**src/qpf_pkg.sv**
```systemverilog
package qpf_pkg;
  // Phase encoding: one-hot position in the four-phase ring
  localparam int PHASE_COUNT      = 4;
  localparam int PC_WIDTH         = 13;
  localparam int INSTR_WIDTH      = 14;
  localparam int DATA_WIDTH       = 8;
  localparam logic [3:0] PHASE_RESET = 4'h1;

  // Register reset values: running, clock out on, port B all inputs
  localparam logic [3:0] CTRL_RESET   = 4'h9;
  localparam logic [7:0] PB_DIR_RESET = 8'hff;

  // Register byte offsets
  localparam logic [7:0] OFF_CTRL      = 8'h00;
  localparam logic [7:0] OFF_STATUS    = 8'h04;
  localparam logic [7:0] OFF_IRQ_STAT  = 8'h08;
  localparam logic [7:0] OFF_IRQ_MASK  = 8'h0c;
  localparam logic [7:0] OFF_PORTB_OUT = 8'h10;
  localparam logic [7:0] OFF_PORTB_DIR = 8'h14;
  localparam logic [7:0] OFF_PORTB_PU  = 8'h18;
  localparam logic [7:0] OFF_PORTA_OUT = 8'h1c;
  localparam logic [7:0] OFF_REDIRECT  = 8'h20;

  // Control register fields
  localparam int CTRL_RC_MODE  = 0;
  localparam int CTRL_EXT_IRQ  = 1;
  localparam int CTRL_PROG     = 2;
  localparam int CTRL_RUN      = 3;

  // Interrupt status bits
  localparam int IRQ_EXT       = 0;
  localparam int IRQ_CHANGE    = 1;
  localparam int IRQ_FLUSH     = 2;
  localparam int IRQ_BITS      = 3;
endpackage : qpf_pkg

```
**src/quad_phase_fetch_pipeline.sv**
```systemverilog
// Our own choices: the AHB-Lite interface to the registers and the register offsets.
`timescale 1ns/1ps
module quad_phase_fetch_pipeline #(
  parameter int PC_W    = qpf_pkg::PC_WIDTH,
  parameter int INSTR_W = qpf_pkg::INSTR_WIDTH
) (
  // Clock and reset
  input  wire logic               hclk,
  input  wire logic               hresetn,
  input  wire logic               master_clear_n,
  // AHB-Lite slave
  input  wire logic               hsel,
  input  wire logic [31:0]        haddr,
  input  wire logic [1:0]         htrans,
  input  wire logic               hwrite,
  input  wire logic [2:0]         hsize,
  input  wire logic [31:0]        hwdata,
  input  wire logic               hready,
  output logic      [31:0]        hrdata,
  output logic                    hreadyout,
  output logic                    hresp,
  // Program memory
  output logic      [PC_W-1:0]    prog_counter,
  input  wire logic [INSTR_W-1:0] prog_data,
  output logic      [INSTR_W-1:0] instr_latch,
  output logic                    exec_valid,
  input  wire logic               exec_branch,
  input  wire logic [PC_W-1:0]    branch_target,
  // Phase strobes
  output logic      [3:0]         phase,
  output logic                    operand_read,
  output logic                    dest_write,
  // Oscillator output
  output logic                    osc_output_pin,
  // Port A line four
  input  wire logic               port_a_line4_in,
  output logic                    port_a_line4_out,
  output logic                    port_a_line4_oe,
  output logic                    timer_ext_clock_in,
  // Port B
  input  wire logic [7:0]         port_b_in,
  output logic      [7:0]         port_b_out,
  output logic      [7:0]         port_b_oe,
  output logic      [7:0]         port_b_pullup,
  output logic                    prog_clock,
  output logic                    prog_data_bit,
  // Interrupt
  output logic                    irq
);

  localparam int IRQ_BITS_W = qpf_pkg::IRQ_BITS;

  typedef struct packed {
    logic [3:0]          ph;
    logic                reset_sync1;
    logic                reset_sync2;
    logic                first_cycle;
    logic [PC_W-1:0]     pc;
    logic [INSTR_W-1:0]  fetched;
    logic [INSTR_W-1:0]  ir;
    logic                exec_v;
    logic                flush;
    logic                clkout;
    logic [7:0]          pb_s1;
    logic [7:0]          pb_s2;
    logic [7:0]          pb_prev;
    logic                pa_s1;
    logic                pa_s2;
    logic [3:0]          ctrl;
    logic [IRQ_BITS_W-1:0] irq_stat;
    logic [IRQ_BITS_W-1:0] irq_mask;
    logic [7:0]          pb_out;
    logic [7:0]          pb_dir;
    logic [7:0]          pb_pu;
    logic                pa_out;
    logic [PC_W-1:0]     redir_tgt;
    logic                redir_req;
    logic                dp_valid;
    logic                dp_write;
    logic [7:0]          dp_addr;
    logic [31:0]         rdata;
  } state_t;

  state_t s_q;
  state_t s_d;

  logic       in_reset;
  logic [7:0] pb_sync;
  logic       ext_edge;
  logic       chg_hit;
  logic       take_redirect;
  logic       run_ok;

  function automatic logic [31:0] read_mux(input state_t s, input logic [7:0] a);
    logic [31:0] r;
    r = 32'h0000_0000;
    unique case (a)
      qpf_pkg::OFF_CTRL:      r[3:0] = s.ctrl;
      qpf_pkg::OFF_STATUS:    r = {3'h0, s.ph, s.exec_v, s.flush, 10'h000, s.pc};
      qpf_pkg::OFF_IRQ_STAT:  r[IRQ_BITS_W-1:0] = s.irq_stat;
      qpf_pkg::OFF_IRQ_MASK:  r[IRQ_BITS_W-1:0] = s.irq_mask;
      qpf_pkg::OFF_PORTB_OUT: r[7:0] = s.pb_s2;
      qpf_pkg::OFF_PORTB_DIR: r[7:0] = s.pb_dir;
      qpf_pkg::OFF_PORTB_PU:  r[7:0] = s.pb_pu;
      qpf_pkg::OFF_PORTA_OUT: r[1:0] = {s.pa_s2, s.pa_out};
      qpf_pkg::OFF_REDIRECT:  r[PC_W-1:0] = s.redir_tgt;
      default:                r = 32'h0000_0000;
    endcase
    return r;
  endfunction : read_mux

  // Core held while bus reset or master clear is active
  assign in_reset      = !s_q.reset_sync2;
  assign pb_sync       = s_q.pb_s2;
  assign ext_edge      = pb_sync[0] && !s_q.pb_prev[0] && s_q.ctrl[qpf_pkg::CTRL_EXT_IRQ];
  assign chg_hit       = |(pb_sync[7:4] ^ s_q.pb_prev[7:4]);
  assign take_redirect = s_q.exec_v && (exec_branch || s_q.redir_req);
  assign run_ok        = !in_reset && s_q.ctrl[qpf_pkg::CTRL_RUN];

  always_comb begin
    s_d = s_q;
    // Master clear crosses in like any pin
    s_d.reset_sync1 = master_clear_n;
    s_d.reset_sync2 = s_q.reset_sync1;
    s_d.pb_s1       = port_b_in;
    s_d.pb_s2       = s_q.pb_s1;
    s_d.pb_prev     = s_q.pb_s2;
    s_d.pa_s1       = port_a_line4_in;
    s_d.pa_s2       = s_q.pa_s1;

    if (in_reset) begin
      s_d.ph          = qpf_pkg::PHASE_RESET;
      s_d.pc          = '0;
      s_d.first_cycle = 1'b1;
      s_d.exec_v      = 1'b0;
      s_d.flush       = 1'b0;
      // Held in phase one, so the clock out stands high like phase one
      s_d.clkout      = 1'b1;
    end else if (s_q.ctrl[qpf_pkg::CTRL_RUN]) begin
      s_d.ph = {s_q.ph[2:0], s_q.ph[3]};
      // Clock out high in phases one and two, one quarter of input rate
      s_d.clkout = s_d.ph[0] || s_d.ph[1];
      if (s_q.ph[3]) begin
        s_d.fetched = prog_data;
        // Next cycle executes this fetch unless it must be discarded
        s_d.exec_v  = !take_redirect;
        s_d.flush   = take_redirect;
        s_d.first_cycle = 1'b0;
        if (take_redirect) begin
          s_d.pc        = s_q.redir_req ? s_q.redir_tgt : branch_target;
          s_d.redir_req = 1'b0;
        end
      end
      if (s_q.ph[3]) begin
        s_d.ir = prog_data;
      end
      if (s_q.ph[0] && !s_q.flush) begin
        s_d.pc = s_q.pc + PC_W'(1);
      end
    end

    // Interrupt status: set wins over write-one clear
    if (s_q.dp_valid && s_q.dp_write && s_q.dp_addr == qpf_pkg::OFF_IRQ_STAT) begin
      s_d.irq_stat = s_q.irq_stat & ~hwdata[IRQ_BITS_W-1:0];
    end
    if (ext_edge) s_d.irq_stat[qpf_pkg::IRQ_EXT] = 1'b1;
    if (chg_hit) s_d.irq_stat[qpf_pkg::IRQ_CHANGE] = 1'b1;
    if (s_q.ph[3] && take_redirect && !in_reset) begin
      s_d.irq_stat[qpf_pkg::IRQ_FLUSH] = 1'b1;
    end

    // Bus data phase write
    if (s_q.dp_valid && s_q.dp_write) begin
      unique case (s_q.dp_addr)
        qpf_pkg::OFF_CTRL:      s_d.ctrl = hwdata[3:0];
        qpf_pkg::OFF_IRQ_MASK:  s_d.irq_mask = hwdata[IRQ_BITS_W-1:0];
        qpf_pkg::OFF_PORTB_OUT: s_d.pb_out = hwdata[7:0];
        qpf_pkg::OFF_PORTB_DIR: s_d.pb_dir = hwdata[7:0];
        qpf_pkg::OFF_PORTB_PU:  s_d.pb_pu = hwdata[7:0];
        qpf_pkg::OFF_PORTA_OUT: s_d.pa_out = hwdata[0];
        qpf_pkg::OFF_REDIRECT: begin
          s_d.redir_tgt = hwdata[PC_W-1:0];
          s_d.redir_req = 1'b1;
        end
        default: ;
      endcase
    end

    // Bus address phase
    s_d.dp_valid = hsel && hready && htrans[1];
    s_d.dp_write = hwrite;
    s_d.dp_addr  = haddr[7:0];
    s_d.rdata    = read_mux(s_q, haddr[7:0]);
  end

  always_ff @(posedge hclk or negedge hresetn) begin
    if (!hresetn) begin
      s_q          <= '0;
      s_q.ph       <= qpf_pkg::PHASE_RESET;
      s_q.pb_dir   <= qpf_pkg::PB_DIR_RESET;
      s_q.pa_out   <= 1'b1;
      s_q.ctrl     <= qpf_pkg::CTRL_RESET;
      s_q.first_cycle <= 1'b1;
    end else begin
      s_q <= s_d;
    end
  end

  assign hrdata    = s_q.rdata;
  assign hreadyout = 1'b1;
  assign hresp     = 1'b0;

  assign prog_counter = s_q.pc;
  assign instr_latch  = s_q.ir;
  assign exec_valid   = s_q.exec_v && !in_reset;
  assign phase        = s_q.ph;
  assign operand_read = exec_valid && s_q.ph[1];
  assign dest_write   = exec_valid && s_q.ph[3];
  assign osc_output_pin = s_q.ctrl[qpf_pkg::CTRL_RC_MODE] && s_q.clkout;

  // Open drain: only pulls low
  assign port_a_line4_out   = 1'b0;
  assign port_a_line4_oe    = !s_q.pa_out;
  assign timer_ext_clock_in = s_q.pa_s2;

  // Programming mode hands lines six and seven to the programmer
  assign port_b_out    = s_q.pb_out;
  for (genvar i = 0; i < 8; i++) begin : g_port_b
    logic prog_line;
    assign prog_line        = s_q.ctrl[qpf_pkg::CTRL_PROG] && (i >= 6);
    assign port_b_oe[i]     = !s_q.pb_dir[i] && !prog_line;
    // Pull-up only on an input line, never fighting the driver
    assign port_b_pullup[i] = s_q.pb_pu[i] && s_q.pb_dir[i];
  end
  assign prog_clock    = s_q.ctrl[qpf_pkg::CTRL_PROG] && pb_sync[6];
  assign prog_data_bit = s_q.ctrl[qpf_pkg::CTRL_PROG] && pb_sync[7];

  assign irq = |(s_q.irq_stat & s_q.irq_mask);


  // Pipeline checks up to the clock out check, except the operand phase check, stand down while the core is held or stopped
  property p_phase_order;
    @(posedge hclk) disable iff (!hresetn || !run_ok)
      s_q.ph[0] |=> s_q.ph[1] ##1 s_q.ph[2] ##1 s_q.ph[3];
  endproperty
  a_phase_order: assert property (p_phase_order)
    else $error("phase order broken");

  property p_pc_step;
    @(posedge hclk) disable iff (!hresetn || !run_ok)
      (s_q.ph[0] && !s_q.flush) |=> (s_q.pc == $past(s_q.pc) + PC_W'(1));
  endproperty
  a_pc_step: assert property (p_pc_step)
    else $error("counter did not step in phase one");

  property p_fetch_latch;
    @(posedge hclk) disable iff (!hresetn || !run_ok)
      s_q.ph[3] |=> (instr_latch == $past(prog_data));
  endproperty
  a_fetch_latch: assert property (p_fetch_latch)
    else $error("fetched word not latched");

  property p_exec_follow;
    @(posedge hclk) disable iff (!hresetn || !run_ok)
      (s_q.ph[3] && !take_redirect) |=> exec_valid;
  endproperty
  a_exec_follow: assert property (p_exec_follow)
    else $error("fetched word not executed");

  property p_branch_stall;
    @(posedge hclk) disable iff (!hresetn || !run_ok)
      (s_q.ph[3] && take_redirect) |=> s_q.flush;
  endproperty
  a_branch_stall: assert property (p_branch_stall)
    else $error("redirect did not cost a cycle");

  property p_flush_drop;
    @(posedge hclk) disable iff (!hresetn || !run_ok)
      (s_q.ph[3] && take_redirect) |=> !exec_valid [*4];
  endproperty
  a_flush_drop: assert property (p_flush_drop)
    else $error("flushed word executed");

  property p_branch_target;
    @(posedge hclk) disable iff (!hresetn || !run_ok)
      (s_q.ph[3] && take_redirect && !s_q.redir_req) |=> (s_q.pc == $past(branch_target));
  endproperty
  a_branch_target: assert property (p_branch_target)
    else $error("counter missed the target");

  property p_operand_phase;
    @(posedge hclk) disable iff (!hresetn)
      (operand_read || dest_write) |-> (exec_valid && (s_q.ph[1] || s_q.ph[3]));
  endproperty
  a_operand_phase: assert property (p_operand_phase)
    else $error("data access outside its phase");

  property p_clkout_rate;
    @(posedge hclk) disable iff (!hresetn || !run_ok)
      s_q.ctrl[qpf_pkg::CTRL_RC_MODE] |-> (osc_output_pin == (s_q.ph[0] || s_q.ph[1]));
  endproperty
  a_clkout_rate: assert property (p_clkout_rate)
    else $error("clock out off its phases");

  property p_reset_phase;
    @(posedge hclk) disable iff (!hresetn)
      in_reset |=> ((s_q.ph == qpf_pkg::PHASE_RESET) && !exec_valid);
  endproperty
  a_reset_phase: assert property (p_reset_phase)
    else $error("core ran during master clear");

  property p_first_fetch;
    @(posedge hclk) disable iff (!hresetn)
      s_q.first_cycle |-> !exec_valid;
  endproperty
  a_first_fetch: assert property (p_first_fetch)
    else $error("first cycle executed a word");

  property p_open_drain;
    @(posedge hclk) disable iff (!hresetn)
      port_a_line4_oe |-> !port_a_line4_out;
  endproperty
  a_open_drain: assert property (p_open_drain)
    else $error("port A line four drove high");

  property p_ext_set;
    @(posedge hclk) disable iff (!hresetn)
      ext_edge |=> s_q.irq_stat[qpf_pkg::IRQ_EXT];
  endproperty
  a_ext_set: assert property (p_ext_set)
    else $error("external edge not flagged");

  property p_change_set;
    @(posedge hclk) disable iff (!hresetn)
      chg_hit |=> s_q.irq_stat[qpf_pkg::IRQ_CHANGE];
  endproperty
  a_change_set: assert property (p_change_set)
    else $error("line change not flagged");

  property p_prog_hand;
    @(posedge hclk) disable iff (!hresetn)
      s_q.ctrl[qpf_pkg::CTRL_PROG] |-> (port_b_oe[7:6] == 2'b00);
  endproperty
  a_prog_hand: assert property (p_prog_hand)
    else $error("programming lines still driven");
endmodule : quad_phase_fetch_pipeline

```
**config.mk**
```make
export PLATFORM = sky130hd
export DESIGN_NAME = quad_phase_fetch_pipeline
export DESIGN_NICKNAME = d
export VERILOG_FILES = /design/src/qpf_pkg.sv /design/src/quad_phase_fetch_pipeline.sv
export SDC_FILE = /design/constraint.sdc
export NUM_CORES = 1
export LEC_CHECK = 0
export ABC_AREA = 1
export BUFFER_PORTS_ARGS = -buffer_cell sky130_fd_sc_hd__buf_2
export CAP_MARGIN = 10
export CELL_PAD_IN_SITES_DETAIL_PLACEMENT = 0
export CELL_PAD_IN_SITES_GLOBAL_PLACEMENT = 2
export CORE_MARGIN = 2
export CORE_UTILIZATION = 32
export DETAILED_ROUTE_END_ITERATION = 7
export PLACE_DENSITY = 0.83
export SETUP_SLACK_MARGIN = 0.3
export SLEW_MARGIN = 20
export SYNTH_ARGS = -nofsm -noshare
export SYNTH_HDL_FRONTEND = slang
export SYNTH_SLANG_ARGS = --single-unit
```
**constraint.sdc**
```tcl
create_clock -name hclk -period 2.1 [get_ports hclk]
set_input_delay 0 -clock hclk [delete_from_list [all_inputs] [get_ports hclk]]
set_output_delay 0 -clock hclk [all_outputs]
set_load 0.02 [all_outputs]
```
==> results of run 1 <==
## worst paths after layout
check,cells after the start,startpoint,end,slack [ns]
max in group asynchronous,3,hresetn,s_q[65],1.17
hold / removal,5,branch_target[0],prog_counter[0],0.03
setup reg to reg,8,phase[0],prog_counter[12],0.50
setup / recovery,8,phase[0],prog_counter[12],0.50
hold reg to reg,0,s_d[101],pb_sync[0],0.34
min in group asynchronous,2,hresetn,hrdata[10],0.10
## final cells by class
class                   count  area, sq um
well taps                 270        337.8
diodes                      1        2.502
fillers                  2057        11910
flip-flops and latches    137         3443
clock buffers              19        452.9
clock inverters            13        135.1
inverters                  85        319.1
multi-input cells         463         2248
repair buffers            214         1383
## power groups by stage
stage / Combinational (mW) / Sequential (mW) / Clock [mW]
floorplan: 0.577 / 2.91 / 0
global placement: 0.732 / 2.93 / 0
detailed placement: 0.741 / 2.93 / 0
CTS: 0.813 / 2.89 / 3.06
global route: 0.883 / 2.91 / 3.17
finish: 0.802 / 2.89 / 2.98
## sequential cells by signal, summed over array words and instances, names as in the netlist
name                flops
instr_latch            14
s_d                    10
phase                   4
prog_counter           13
hrdata                 19
pb_sync                 8
port_b_out              8
g_port_b.prog_line      1
s_q                    59
timer_ext_clock_in      1
## cell families (layout without fill, tap and decap cells)
family	count (synthesis)	after routing
XOR/XNOR	4	4
flip-flops	137	137
AND/OR/NAND/NOR	322	322
adder cells (fa/ha/maj)	1	1
multiplexers	14	14
other	2	17
buffers and inverters	178	331
AO/OA/AOI/OAI	106	106
## cell usage in the layout, fill, tap and decap left out, drive strengths merged
cell	n
clkinvlp	4
o21ai	82
bufinv	1
nor3	3
mux2	14
a21oi	11
o22ai	9
dfstp	12
nand2	170
diode	1
conb	16
dlygate4sd3	50
inv	91
and3	2
o21bai	1
ha	1
xnor2	2
clkbuf	19
nand4	5
clkinv	2
o32ai	2
nand3	61
or2	1
nor3b	1
buf	164
dfrtp	125
nand3b	3
nor2	76
o211ai	1
xor2	2
## critical path, cell delays in order (launching register included)
cell     delay [ns]
dfstp_2        0.55
inv_1          0.11
nor2_4         0.10
nor2_1         0.04
nand2_1        0.10
nand2_1        0.22
buf_4          0.24
nand2_1        0.07
nand2_1        0.05
## layer usage
metal	GRT usage (%)	vias to the layer above	wire [microns]
li1	-	2655	-
met1	24.35	2514	8762
met2	27.16	142	8502
met3	4.321	14	782
met4	4.952	0	234
met5	0	-	0
## what timing repair did
| item | in CTS | in global routing |
|---|---|---|
| hold buffers | 50 | 0 |
| endpoints found under the setup margin | 0 | 8 |
| resized for setup | 0 | 2 |
| hold endpoints to repair | 154 | 0 |
==> results.sh, run 1 <==
export IMPL_outcome="finished clean"
export IMPL_worst_hold_path_type="in -> reg"
export IMPL_power_switching_mw=1.826
export IMPL_synth_top_family_by_area="simple AND/OR/NAND/NOR gates"
export IMPL_finalNonFillerCells=1202
export IMPL_crit_type="reg -> reg"
export IMPL_maxCapViolCount=0
export IMPL_wl_per_cell_microns=15.21
export IMPL_synth_top_area_share_pct=47.29
export IMPL_grt_pass1_wl_microns=29250
export IMPL_grt_overflow_total=0
export IMPL_cts_root_buf="clkbuf_16"
export IMPL_synth_area_sq_um=6615
export IMPL_place_port_buffers=147
export IMPL_start_util_pct=32.69
export IMPL_die_height_microns=147.8
export IMPL_ant_nets=0
export IMPL_netlist_top_cell_by_area="dfrtp_1"
export IMPL_drive_gt1_share_pct=25.67
export IMPL_ys_types=37
export IMPL_power_density_nw_per_um2=801.6
export IMPL_seq_power_share_pct=43.3
export IMPL_grt_max_degree=55
export IMPL_p_int_mw=4.845
export IMPL_arrival_ns=1.91
export IMPL_grt_pass1_vias=5278
export IMPL_nNetsFinal=1031
export IMPL_fin_skew_ns=0.01053
export IMPL_netlist_instances=764
export IMPL_min_period_over_period_pct=75.96
export IMPL_detail_route_first_pass_iterations=4
export IMPL_dpl_cell_count=1119
export IMPL_p_leak_nw=4.413
export IMPL_core_sq_um=20230
export IMPL_switching_share_pct=27.37
export IMPL_pre_cts_ws_ns=0.4145
export IMPL_pin_count=211
export IMPL_synth_area_mux_share_pct=2.894
export IMPL_finalPower_mw=6.671
export IMPL_drtIter0Drc=342
export IMPL_vias_per_cell=4.430
export IMPL_placed_area_sq_um=7223
export IMPL_finalWirelength_microns=18280
export IMPL_synthTopCellsByArea="dfrtp_1 47%, nand2_1 9.4%, buf_4 8.5%"
export IMPL_syn_avg_cell_area_sq_um=8.659
export IMPL_synth_edf_count=0
export IMPL_die_x_microns=147.8
export IMPL_setup_viol=0
export IMPL_hold_viol=0
export IMPL_slew_headroom_pct=61.40
export IMPL_ys_seq_area_share_pct=52.05
export IMPL_clk_path_buf_depth=2
export IMPL_clkPwrFrac_pct=44.6
export IMPL_rows=52
export IMPL_endpoint_kind="flip-flop"
export IMPL_hpwl_microns=13330
export IMPL_cts_buffers=17
export IMPL_ys_seq_elements=137
export IMPL_syn2layout_area_growth_pct=25.80
export IMPL_min_period_ns=1.595
export IMPL_clkTransAtPathRegs_ns=0.06
export IMPL_fin_util_pct=41.13
export IMPL_vias=5325
export IMPL_cts_setup_buffers=0
export IMPL_hold_ws_ns=0.03426
export IMPL_synthAdderAreaFrac_pct=0.1891
export IMPL_ys_warn_count=0
export IMPL_worst_endpoint_required_ns=2.42
export IMPL_yosysMostFrequentCell="nand2_1"
export IMPL_yosys_area_share_simple_pct=20.69
export IMPL_peakVddDrop_uv=543.9
export IMPL_async_flop_share_pct=100.0
export IMPL_finalSetupTns_ns=0
export IMPL_antenna_found_initial=1
export IMPL_synth_compound_area_share_pct=8.663
export IMPL_drc_errors=0
export IMPL_worstPathMaxFanout=8
export IMPL_rsz0062_at_grt="no"
export IMPL_grtUsageTotal_pct=17.47
export IMPL_htreeDepth=4
export IMPL_tightest_slew_ns=0.5790
export IMPL_dieArea_sq_um=21840
export IMPL_yosys_top_cells_count="166 x nand2_1, 125 x dfrtp_1, 84 x inv_1"
export IMPL_cts_tree="built"
export IMPL_final_area_sq_um=8322
export IMPL_fmax_ghz=0.6269
export IMPL_synth_xor_area_share_pct=0.5296
export IMPL_synth_top_flop_cell="dfrtp_1"
export IMPL_clock_sinks=137
export IMPL_cp_start_kind="flip-flop"
export IMPL_gp_congestion=0.8060
export IMPL_combPwrFrac_pct=12.0
export IMPL_insertion_delay_ns=0.42
export IMPL_drv_slew=0
export IMPL_setup_ws_ns=0.5049
No activity file was read; power rests on OpenSTA's default activity.
==> run 2: changes to the inputs <==
Settings changed: CORE_UTILIZATION 32 to 29, PLACE_DENSITY 0.83 to 0.76.
Clock period 2.1 ns to 1.5 ns, I/O delays scaled along.
==> results.sh, run 2 (same netlist as run 1, synthesis figures left out) <==
export IMPL_htreeDepth=4
export IMPL_grtUsageTotal_pct=17.25
export IMPL_seq_power_share_pct=42.8
export IMPL_start_util_pct=29.40
export IMPL_drv_slew=0
export IMPL_regMostFlops="s_q"
export IMPL_pin_count=211
export IMPL_worst_hold_path_type="in -> reg"
export IMPL_crit_slowest_cell="dfrtp_1"
export IMPL_hpwl_microns=14110
export IMPL_final_common_cell="nand2_1"
export IMPL_gp_congestion=0.7777
export IMPL_p_leak_nw=4.914
export IMPL_rsz0062_at_grt="yes"
export IMPL_outcome="finished clean"
export IMPL_drive_gt1_share_pct=41.37
export IMPL_largest_register_ffs=59
export IMPL_syn2layout_area_growth_pct=44.90
export IMPL_fin_skew_ns=0.007608
export IMPL_clock_sinks=137
export IMPL_p_int_mw=6.934
export IMPL_maxCapViolCount=0
export IMPL_grt_max_degree=43
export IMPL_antenna_found_initial=2
export IMPL_crit_family="simple AND/OR/NAND/NOR gates"
export IMPL_endpoint_kind="flip-flop"
export IMPL_setup_viol=0
export IMPL_path_cells="nor2_4 -> buf_6 -> nand2_4 -> nor2_4 -> nand2_4 -> nand2_1 -> o21ai_1"
export IMPL_max_stage_delay_ns=0.39
export IMPL_crit_type="reg -> reg"
export IMPL_cp_start_kind="flip-flop"
export IMPL_switching_share_pct=26.80
export IMPL_grt_overflow_total=0
export IMPL_cts_tree="built"
export IMPL_die_height_microns=155.0
export IMPL_hold_viol=0
export IMPL_place_port_buffers=147
export IMPL_min_period_over_period_pct=90.74
export IMPL_core_sq_um=22500
export IMPL_wl_per_cell_microns=15.91
export IMPL_clk_path_buf_depth=2
export IMPL_clkTransAtPathRegs_ns=0.06
export IMPL_dpl_cell_count=1163
export IMPL_detail_route_first_pass_iterations=4
export IMPL_final_cell_mix="125 x nand2_1, 122 x dfrtp_1, 122 x buf_2"
export IMPL_vias_per_cell=4.444
export IMPL_grt_pass1_vias=5633
export IMPL_cts_root_buf="clkbuf_16"
export IMPL_drc_errors=0
export IMPL_ant_nets=0
export IMPL_die_x_microns=155.0
export IMPL_min_period_ns=1.361
export IMPL_finalSetupTns_ns=0
export IMPL_rows=55
export IMPL_cts_buffers=17
export IMPL_nNetsFinal=1096
export IMPL_worstPathMaxFanout=8
export IMPL_dieArea_sq_um=24030
export IMPL_power_density_nw_per_um2=988.2
export IMPL_finalWirelength_microns=20400
export IMPL_worst_endpoint_required_ns=1.79
export IMPL_power_switching_mw=2.539
export IMPL_critPathBufInv=1
export IMPL_finalNonFillerCells=1282
export IMPL_clkPwrFrac_pct=42.6
export IMPL_combPwrFrac_pct=14.6
export IMPL_drtIter0Drc=261
export IMPL_vias=5697
export IMPL_arrival_ns=1.66
export IMPL_peakVddDrop_uv=761.7
export IMPL_fmax_ghz=0.7347
export IMPL_grt_pass1_wl_microns=31630
export IMPL_insertion_delay_ns=0.42
[run 2: changes by cell type in the layout (fill, tap and decap cells not counted), moves of 27 or more]
| cell | change |
|---|---|
| nand2_1 | -41 |
| nand2_2 | +30 |
| o21ai_0 | -36 |
| buf_4 | +38 |
| buf_6 | +42 |
| o21ai_1 | +27 |
[run 2: stage by stage]
step / cell area [sq um] / setup WS, ns / power, mW / hold slack, ns / utilization (%)
finish: 9585 / 0.1389 / 9.472 / 0.03831 / 42.60
CTS: 9221 / 0.1209 / 9.511 / 0.01310 / 40.98
floorplan: 6708 / 0.1452 / 4.888 / -0.2956 / -
detailed placement: 7516 / 0.07339 / 5.200 / -0.04087 / 33.40
global route: 9585 / 0.06242 / 9.866 / 0.08998 / 42.60
global placement: 7516 / 0.05806 / 5.195 / -0.04296 / 33.40
[run 2: final timing paths]
kind / start / to / slack [ns] / cells after the start
worst max-delay path: s_q[33] / s_q[59] / 0.14 / 7
worst min-delay path: branch_target[3] / prog_counter[3] / 0.04 / 5
worst max register to register: s_q[33] / s_q[59] / 0.14 / 7
worst min register to register: s_d[108] / pb_sync[7] / 0.35 / 0
max in group asynchronous: hresetn / s_q[87] / 0.79 / 3
min in group asynchronous: hresetn / pb_sync[5] / 0.08 / 2
[run 2: layer usage]
metal  part of all wire [%]  track usage [%]
met5                  0.064                0
met4                    1.5            5.115
met3                    4.1            2.953
met2                     47            27.43
met1                     47            24.18
[run 2: layout make-up]
cell class	instances	area, sq um
Multi-Input combinational cell	466	2738
Fill cell	2251	12920
Antenna cell	1	2.502
Inverter	85	344.1
Tap cell	285	356.6
Clock inverter	10	92.59
Sequential cell	137	3447
Timing Repair Buffer	276	2131
Clock buffer	22	474.2
[run 2: timing repair]
item	4_1_cts	5_1_grt
pin swaps	39	34
buffers inserted	21	10
cloned	5	0
hold buffers	50	0
endpoints found under the setup margin	96	107
endpoints found under the hold margin	204	0
resized for setup	161	92
[run 2: worst min-delay path, cell delays in order]
cell	delay, ns
buf_2	0.10
o21ai_1	0.06
nor2_1	0.09
a21oi_1	0.05
o21ai_1	0.12
[run 2: power by group through the flow]
| stage | Combinational, mW | Sequential (mW) | Clock [mW] |
|---|---|---|---|
| after floorplan | 0.817 | 4.07 | 0 |
| after global placement | 1.10 | 4.10 | 0 |
| after detailed placement | 1.10 | 4.10 | 0 |
| after CTS | 1.33 | 4.04 | 4.14 |
| after global routing | 1.50 | 4.08 | 4.28 |
| final | 1.38 | 4.06 | 4.04 |
